**src/hdl/dtv_pkg.sv**
```systemverilog
// Constants and carrier types for one division's trip voting logic.
// Assumes a single 10 MHz clock and four divisions in the protection set.
//
// Function
// - Compare each sample to setpoint, one decision.
// - Each division runs on its own clock.
// - Trip when two of four divisions trip.
// - Missing input counts as a trip.
// - Own loss or reset drives tripped output.
// - Decisions exchanged only over isolated peer links.
// - Neutron monitor and manual switches force trip.
// - Same comparison, own division's samples only.
// - Tag each received sample with its channel.
// - Setpoints change only under maintenance key.
// - Vote configuration fixed, never changed on-line.
package dtv_pkg;

  // ---------------------------------------------------------------
  // Sizes
  // ---------------------------------------------------------------
  localparam int NUM_DIV  = 4;
  localparam int NUM_PEER = 3;
  localparam int NUM_FUNC = 4;
  localparam int FUNC_W   = 2;
  localparam int DIV_W    = 2;
  localparam int VALUE_W  = 12;
  localparam int CNT_W    = 24;
  localparam int VOTE_W   = 3;

  // ---------------------------------------------------------------
  // Fixed logic configuration and reset values
  // ---------------------------------------------------------------
  localparam logic [VOTE_W-1:0]  VOTE_MIN     = 3'h2;
  localparam logic [VALUE_W-1:0] SETPOINT_RST = 12'hC00;
  localparam logic [DIV_W-1:0]   OWN_DIV_RST  = 2'h0;

  // ---------------------------------------------------------------
  // Timing
  // ---------------------------------------------------------------
  localparam int CLK_HZ            = 10_000_000;
  localparam int CYC_PER_US        = CLK_HZ / 1_000_000;
  localparam int SAMPLE_TIMEOUT_US = 50_000;
  localparam int HEARTBEAT_US      = 1_000;
  localparam int PEER_TIMEOUT_US   = 5_000;
  localparam logic [CNT_W-1:0] SAMPLE_TIMEOUT_CYC =
    CNT_W'(SAMPLE_TIMEOUT_US * CYC_PER_US);
  localparam logic [CNT_W-1:0] HEARTBEAT_CYC =
    CNT_W'(HEARTBEAT_US * CYC_PER_US);
  localparam logic [CNT_W-1:0] PEER_TIMEOUT_CYC =
    CNT_W'(PEER_TIMEOUT_US * CYC_PER_US);

  // ---------------------------------------------------------------
  // Types
  // ---------------------------------------------------------------
  typedef enum logic [2:0] {
    MODE_START = 3'h1,
    MODE_RUN   = 3'h2,
    MODE_MAINT = 3'h4
  } dtv_mode_e;

  typedef struct packed {
    logic               valid;
    logic [DIV_W-1:0]   division;
    logic [FUNC_W-1:0]  func;
    logic [VALUE_W-1:0] value;
  } dtv_sample_s;

  typedef struct packed {
    logic               valid;
    logic [FUNC_W-1:0]  func;
    logic [VALUE_W-1:0] value;
  } dtv_setpt_s;

  typedef struct packed {
    logic [NUM_PEER-1:0][NUM_FUNC-1:0] peerNormal;
    logic [NUM_PEER-1:0]               peerBeat;
    logic                              nmsNormal;
    logic                              manualNormal;
    logic                              maintKey;
  } dtv_pins_s;

  typedef struct packed {
    dtv_mode_e           mode;
    logic [NUM_PEER-1:0] peerStale;
    logic [NUM_FUNC-1:0] sensorFresh;
  } dtv_status_s;

endpackage : dtv_pkg

```
**src/hdl/dtv_setpoint_cmp.sv**
```systemverilog
// One setpoint comparison channel with a freshness watchdog.
// Assumes tagged samples and setpoint from the same clock domain.
`timescale 1ns/1ps
`default_nettype none

module dtv_setpoint_cmp #(
  parameter logic [dtv_pkg::CNT_W-1:0] SAMPLE_TIMEOUT = dtv_pkg::SAMPLE_TIMEOUT_CYC
) (
  input  wire logic                        clk,
  input  wire logic                        arst_n,
  input  wire logic                        sampleHit,
  input  wire logic [dtv_pkg::VALUE_W-1:0] sampleValue,
  input  wire logic [dtv_pkg::VALUE_W-1:0] setpoint,
  output logic                             tripDecision,
  output logic                             sampleFresh
);

  typedef struct packed {
    logic                      trip;
    logic                      fresh;
    logic [dtv_pkg::CNT_W-1:0] age;
  } dtv_cmp_state_s;

  dtv_cmp_state_s state_reg;
  dtv_cmp_state_s state_next;

  // ---------------------------------------------------------------
  // Compare and watchdog
  // ---------------------------------------------------------------
  always_comb begin
    state_next = state_reg;
    if (sampleHit) begin
      state_next.age   = '0;
      state_next.fresh = 1'b1;
      state_next.trip  = (sampleValue >= setpoint);
    end else if (state_reg.age >= SAMPLE_TIMEOUT) begin
      state_next.fresh = 1'b0;
      state_next.trip  = 1'b1;
    end else begin
      state_next.age = state_reg.age + dtv_pkg::CNT_W'(1);
    end
  end

  always_ff @(posedge clk or negedge arst_n) begin
    if (!arst_n) begin
      state_reg <= '{trip: 1'b1, fresh: 1'b0, age: '0};
    end else begin
      state_reg <= state_next;
    end
  end

  assign tripDecision = state_reg.trip;
  assign sampleFresh  = state_reg.fresh;

endmodule : dtv_setpoint_cmp

`default_nettype wire

```
**src/hdl/dtv_trip_division.sv**
```systemverilog
// Trip decision and two-of-four voting for one protection division.
// Assumes peer and switch pins are asynchronous, samples are on clk.
`timescale 1ns/1ps
`default_nettype none

module dtv_trip_division #(
  parameter logic [dtv_pkg::DIV_W-1:0] OWN_DIV        = dtv_pkg::OWN_DIV_RST,
  parameter logic [dtv_pkg::CNT_W-1:0] SAMPLE_TIMEOUT = dtv_pkg::SAMPLE_TIMEOUT_CYC,
  parameter logic [dtv_pkg::CNT_W-1:0] HEARTBEAT      = dtv_pkg::HEARTBEAT_CYC,
  parameter logic [dtv_pkg::CNT_W-1:0] PEER_TIMEOUT   = dtv_pkg::PEER_TIMEOUT_CYC
) (
  input  wire logic                         clk,
  input  wire logic                         arst_n,
  input  wire dtv_pkg::dtv_sample_s         sampleIn,
  input  wire dtv_pkg::dtv_setpt_s          setptIn,
  input  wire dtv_pkg::dtv_pins_s           pinsIn,
  output logic [dtv_pkg::NUM_FUNC-1:0]      ownNormal,
  output logic                              ownBeat,
  output logic [dtv_pkg::NUM_FUNC-1:0]      tripNormal,
  output dtv_pkg::dtv_status_s              status
);

  localparam int NF = dtv_pkg::NUM_FUNC;
  localparam int NP = dtv_pkg::NUM_PEER;

  typedef struct packed {
    dtv_pkg::dtv_pins_s                        s1;
    dtv_pkg::dtv_pins_s                        s2;
    dtv_pkg::dtv_pins_s                        s3;
    dtv_pkg::dtv_pins_s                        filt;
    logic [NP-1:0]                             beatPrev;
    logic [NP-1:0][dtv_pkg::CNT_W-1:0]         peerAge;
    logic [NP-1:0]                             peerStale;
    logic [dtv_pkg::CNT_W-1:0]                 beatCnt;
    logic                                      ownBeat;
    logic [NF-1:0][dtv_pkg::VALUE_W-1:0]       setpoint;
    dtv_pkg::dtv_mode_e                        mode;
    logic                                      tagValid;
    logic [dtv_pkg::FUNC_W-1:0]                tagFunc;
    logic [dtv_pkg::VALUE_W-1:0]               tagValue;
    logic [NF-1:0]                             ownNormal;
    logic [NF-1:0]                             tripNormal;
  } dtv_top_state_s;

  dtv_top_state_s state_reg;
  dtv_top_state_s state_next;

  logic [NF-1:0] cmpTrip;
  logic [NF-1:0] cmpFresh;

  // ---------------------------------------------------------------
  // Setpoint comparison channels
  // ---------------------------------------------------------------
  genvar g;
  generate
    for (g = 0; g < NF; g++) begin : gen_cmp
      dtv_setpoint_cmp #(
        .SAMPLE_TIMEOUT (SAMPLE_TIMEOUT)
      ) u_cmp (
        .clk          (clk),
        .arst_n       (arst_n),
        .sampleHit    (state_reg.tagValid &&
                       (state_reg.tagFunc == dtv_pkg::FUNC_W'(g))),
        .sampleValue  (state_reg.tagValue),
        .setpoint     (state_reg.setpoint[g]),
        .tripDecision (cmpTrip[g]),
        .sampleFresh  (cmpFresh[g])
      );
    end
  endgenerate

  // ---------------------------------------------------------------
  // Next state
  // ---------------------------------------------------------------
  always_comb begin
    logic [dtv_pkg::VOTE_W-1:0] voteCnt;
    logic                       forceTrip;
    voteCnt    = '0;
    forceTrip  = 1'b0;
    state_next = state_reg;

    state_next.s1 = pinsIn;
    state_next.s2 = state_reg.s1;
    state_next.s3 = state_reg.s2;
    state_next.filt = (state_reg.filt & ~(state_reg.s2 ^ state_reg.s3)) |
                      (state_reg.s3 & ~(state_reg.s2 ^ state_reg.s3));

    state_next.beatPrev = state_reg.filt.peerBeat;
    for (int p = 0; p < NP; p++) begin
      if (state_reg.filt.peerBeat[p] != state_reg.beatPrev[p]) begin
        state_next.peerAge[p]   = '0;
        state_next.peerStale[p] = 1'b0;
      end else if (state_reg.peerAge[p] >= PEER_TIMEOUT) begin
        state_next.peerStale[p] = 1'b1;
      end else begin
        state_next.peerAge[p] = state_reg.peerAge[p] + dtv_pkg::CNT_W'(1);
      end
    end

    if (state_reg.beatCnt >= HEARTBEAT - dtv_pkg::CNT_W'(1)) begin
      state_next.beatCnt = '0;
      state_next.ownBeat = ~state_reg.ownBeat;
    end else begin
      state_next.beatCnt = state_reg.beatCnt + dtv_pkg::CNT_W'(1);
    end

    state_next.tagValid = sampleIn.valid && (sampleIn.division == OWN_DIV);
    state_next.tagFunc  = sampleIn.func;
    state_next.tagValue = sampleIn.value;

    case (state_reg.mode)
      dtv_pkg::MODE_START: begin
        if (state_reg.filt.maintKey) begin
          state_next.mode = dtv_pkg::MODE_MAINT;
        end else if (&cmpFresh) begin
          state_next.mode = dtv_pkg::MODE_RUN;
        end
      end
      dtv_pkg::MODE_RUN: begin
        if (state_reg.filt.maintKey) begin
          state_next.mode = dtv_pkg::MODE_MAINT;
        end
      end
      dtv_pkg::MODE_MAINT: begin
        if (!state_reg.filt.maintKey) begin
          state_next.mode = dtv_pkg::MODE_START;
        end
      end
      default: begin
        state_next.mode = dtv_pkg::MODE_START;
      end
    endcase

    if (setptIn.valid && (state_reg.mode == dtv_pkg::MODE_MAINT)) begin
      state_next.setpoint[setptIn.func] = setptIn.value;
    end

    state_next.ownNormal = (state_reg.mode == dtv_pkg::MODE_RUN) ? ~cmpTrip : '0;

    forceTrip = !state_reg.filt.nmsNormal || !state_reg.filt.manualNormal ||
                (state_reg.mode != dtv_pkg::MODE_RUN);

    for (int i = 0; i < NF; i++) begin
      voteCnt = dtv_pkg::VOTE_W'(cmpTrip[i]);
      for (int p = 0; p < NP; p++) begin
        voteCnt = voteCnt + dtv_pkg::VOTE_W'(!state_reg.filt.peerNormal[p][i] ||
                                             state_reg.peerStale[p]);
      end
      state_next.tripNormal[i] = !((voteCnt >= dtv_pkg::VOTE_MIN) || forceTrip);
    end
  end

  // ---------------------------------------------------------------
  // State register
  // ---------------------------------------------------------------
  // Reset de-energises outputs
  always_ff @(posedge clk or negedge arst_n) begin
    if (!arst_n) begin
      state_reg.s1         <= '0;
      state_reg.s2         <= '0;
      state_reg.s3         <= '0;
      state_reg.filt       <= '0;
      state_reg.beatPrev   <= '0;
      state_reg.peerAge    <= '0;
      state_reg.peerStale  <= '1;
      state_reg.beatCnt    <= '0;
      state_reg.ownBeat    <= 1'b0;
      state_reg.setpoint   <= {NF{dtv_pkg::SETPOINT_RST}};
      state_reg.mode       <= dtv_pkg::MODE_START;
      state_reg.tagValid   <= 1'b0;
      state_reg.tagFunc    <= '0;
      state_reg.tagValue   <= '0;
      state_reg.ownNormal  <= '0;
      state_reg.tripNormal <= '0;
    end else begin
      state_reg <= state_next;
    end
  end

  // ---------------------------------------------------------------
  // Outputs
  // ---------------------------------------------------------------
  assign ownNormal          = state_reg.ownNormal;
  assign ownBeat            = state_reg.ownBeat;
  assign tripNormal         = state_reg.tripNormal;
  assign status             = '{mode:        state_reg.mode,
                                peerStale:   state_reg.peerStale,
                                sensorFresh: cmpFresh};

endmodule : dtv_trip_division

`default_nettype wire

```
**config.mk**
```make
export PLATFORM = sky130hd
export DESIGN_NAME = dtv_trip_division
export DESIGN_NICKNAME = d
export VERILOG_FILES = /design/src/hdl/dtv_pkg.sv /design/src/hdl/dtv_setpoint_cmp.sv /design/src/hdl/dtv_trip_division.sv
export SDC_FILE = /design/constraint.sdc
export NUM_CORES = 1
export LEC_CHECK = 0
export BUFFER_PORTS_ARGS = -buffer_cell sky130_fd_sc_hd__buf_2
export CAP_MARGIN = 20
export CORE_UTILIZATION = 50
export DETAILED_ROUTE_END_ITERATION = 6
export HOLD_SLACK_MARGIN = 0.03
export PLACE_DENSITY = 0.67
export SYNTH_ARGS = -nofsm -noshare
export SYNTH_HDL_FRONTEND = slang
export SYNTH_HIERARCHICAL = 1
export SYNTH_SLANG_ARGS = --single-unit
```
**constraint.sdc**
```tcl
create_clock -name clk -period 3.8 [get_ports clk]
set_input_delay 0 -clock clk [delete_from_list [all_inputs] [get_ports clk]]
set_output_delay 0 -clock clk [all_outputs]
set_load 0.1 [all_outputs]
```
==> run_results.csv <==
group,metric,value,unit
run_status,status,"completed",
cts,cts.sinks,353,
grt,overflow,0,
worst_setup_path,path_max_fanout,8,
floorplan,die-area,33300,µm²
place,placement.cell_area,17100,µm²
place,hpwl,21000,µm
detailed_routing,remaining_drc_errors,0,
worst_setup_path,crit_type,"reg -> reg",
run,max-cap-violations,0,
sta,rsz0062_at_grt,"false",
sta,fin_crit_sh,69.9,%
cells_and_area,layout.nets,1739,
synthesis,async_flop_share,100,%
synthesis,synth_edf_count,0,
synthesis,ys_types,55,
worst_setup_path,required,4.20,ns
worst_setup_path,worst_setup_path_start_kind,"flop",
power,power.total,0.0104,W
cells_and_area,final_area,18900,µm²
grt,grt_pass1_vias,10700,
synthesis,synth_ff_type,"dfrtp_1",
worst_setup_path,r2r_end,"state_reg[35]",
power,leakage,8.75,nW
sta,finalSetupViolations,0,
cts,cts_tree,"done",
worst_setup_path,cp-end-kind,"flop",
worst_setup_path,r2r_slack,1.14,ns
worst_setup_path,startpoint,"status[9]",
cts,post_cts_buffers,0,
cts,cts_buffers,38,
worst_setup_path,reg2reg_depth,5,
sta,slew_headroom,27.5,%
synthesis,synth-seq-area-share,54.4,%
worst_setup_path,cp.arrival,3.06,ns
cells_and_area,largest_reg_flops,195,
detailed_routing,wl_per_cell,15.1,µm
hold_path,min_to,"state_next[223]",
cts,clk_latency,0.52,ns
cells_and_area,fillers,2621,
grt,antenna_found_initial,0,
place,place_congestion,0.840,
cells_and_area,drive_gt1_share,14.5,%
detailed_routing,routed_via_density,5.31,
sta,fin_skew,0.0126,ns
floorplan,rows,65,
sta,report.final.slew_viol_count,0,
synthesis,synth_cells,1476,
cells_and_area,final_common_cell,"dfrtp_1",
power,peakVddDrop,316,µV
grt,grt_pass1_wl,52800,µm
synthesis,ys_ff_latch,353,
hold_path,min_path_type,"in -> reg",
sta,worst_slew_pin_slew,1.09,ns
grt,grtUsageTotal,19.4,%
cells_and_area,final_cell_mix,"dfrtp_1, nor2_1, inv_1, xnor2_1, ha_1",
power,p_per_area,551,nW/µm²
synthesis,yosys_warnings,6,
grt,grt_max_degree,119,
hold_path,hold_start,"pinsIn[10]",
worst_setup_path,r2r_start,"status[9]",
sta,setup_tns,0,ns
hold_path,whs_path_depth,2,
cts,path_clk_slew,0.06,ns
floorplan,design.portCount,71,
cells_and_area,diodes,0,
detailed_routing,drt_wl_total,31300,µm
detailed_routing,drtIter0Drc,632,
cts,htreeDepth,2,
place,portBuffers,70,
cells_and_area,area_growth,15.9,%
cts,cts_root_buffer,"clkbuf_16",
detailed_routing,drtPass1Iterations,5,
sta,period_minus_slack,2.66,ns
floorplan,core-area,31800,µm²
floorplan,fp.dieW,182,µm
sta,hold_violations,0,
synthesis,syn_avg_cell_area,11.0,µm²
sta,max_freq,376,MHz
cells_and_area,multiInputGateArea,6820,µm²
detailed_routing,vias,11000,
floorplan,die_h,182,µm
detailed_routing,final_antenna_net_count,0,
cells_and_area,regArea,8850,µm²
cts,cts_buffer_depth,3,
synthesis,netlist_area,16300,µm²
floorplan,start_util,51.2,%
worst max-delay path by stage:
stage,endpoint,slack (ns),cells after the start
after floorplan,gen_cmp[0].u_cmp/state_reg[17],1.56,6
after global placement,gen_cmp[3].u_cmp/state_reg[17],1.50,5
after detailed placement,gen_cmp[3].u_cmp/state_reg[17],1.45,5
after CTS,state_reg[32],1.16,5
after global routing,state_reg[33],0.98,5
final,state_reg[35],1.14,5
critical path: stages (launching register included):
cell and delay (ns):
dfrtp_1 0.43, nor2b_1 0.20, nand3_1 0.19, nor3_2 0.44, dlygate4sd3_1 0.90, mux2_2 0.38
repair_timing:
action,in CTS,in global routing
resized for setup,0,0
hold endpoints to repair,183,0
hold buffers,51,0
Yosys cell counts, types with 20 or more instances:
library cell  count  share of area, %
ha_1             81               6.2
a211oi_1         24               1.1
clkbuf_1         31              0.71
nand3_1          64               2.0
nor4_1           27               1.0
and2_1           25              0.96
xnor2_1          82               4.4
dfrtp_1         337                52
mux2_2           56               3.9
a21oi_1          59               1.8
a21o_1           26               1.2
nand2_1          58               1.3
nand4_1          46               1.8
nor2b_1          38               1.5
nor3_1           24              0.74
nand2b_1         22              0.85
inv_1            98               2.3
o21ai_0          20              0.61
nor2_1          154               3.6
through the flow:
stage          hold slack, ns  util [%]  instances  setup slack [ns]
3_5_place_dp            0.109      53.7       1943              1.45
5_1_grt                 0.108      59.3       2064             0.977
3_3_place_gp            0.108      53.7       1943              1.50
2_1_floorplan          -0.296         -       1485              1.56
6_report                0.123      59.3       2064              1.14
4_1_cts                0.0960      59.2       2061              1.16
cells by family (layout without fill, tap and decap cells):
family	after synthesis	after routing	synth area share (%)
fa+ha+maj	85	85	6.72
other cells	1	10	0.0230
xor+xnor	93	93	5.00
flops	353	353	54.4
mux	64	64	4.37
compound gates	188	188	7.86
simple gates	537	537	17.6
buf+inv	155	299	3.99
layout make-up:
cell class	instances	area share (%)
sequential	353	47.0
multi-input combinational	977	36.2
clock buffer	58	6.15
timing repair buffer	134	5.33
tap	435	2.89
inverter	98	1.95
clock inverter	9	0.544
metal layers:
| layer | routed length, µm | track usage, % | up-vias |
|---|---|---|---|
| li1 | - | - | 5383 |
| met1 | 15200 | 27.4 | 5374 |
| met2 | 14400 | 30.9 | 157 |
| met3 | 1000 | 3.09 | 49 |
| met4 | 668 | 5.68 | 0 |
| met5 | 0 | 0 | - |
where the power goes:
group / switching [W] / internal [W] / total [W]
logic: 0.00106 / 0.000873 / 0.00194
registers: 0.000460 / 0.00430 / 0.00476
clock network: 0.00144 / 0.00224 / 0.00368
Power figures use the tool's default switching activity.
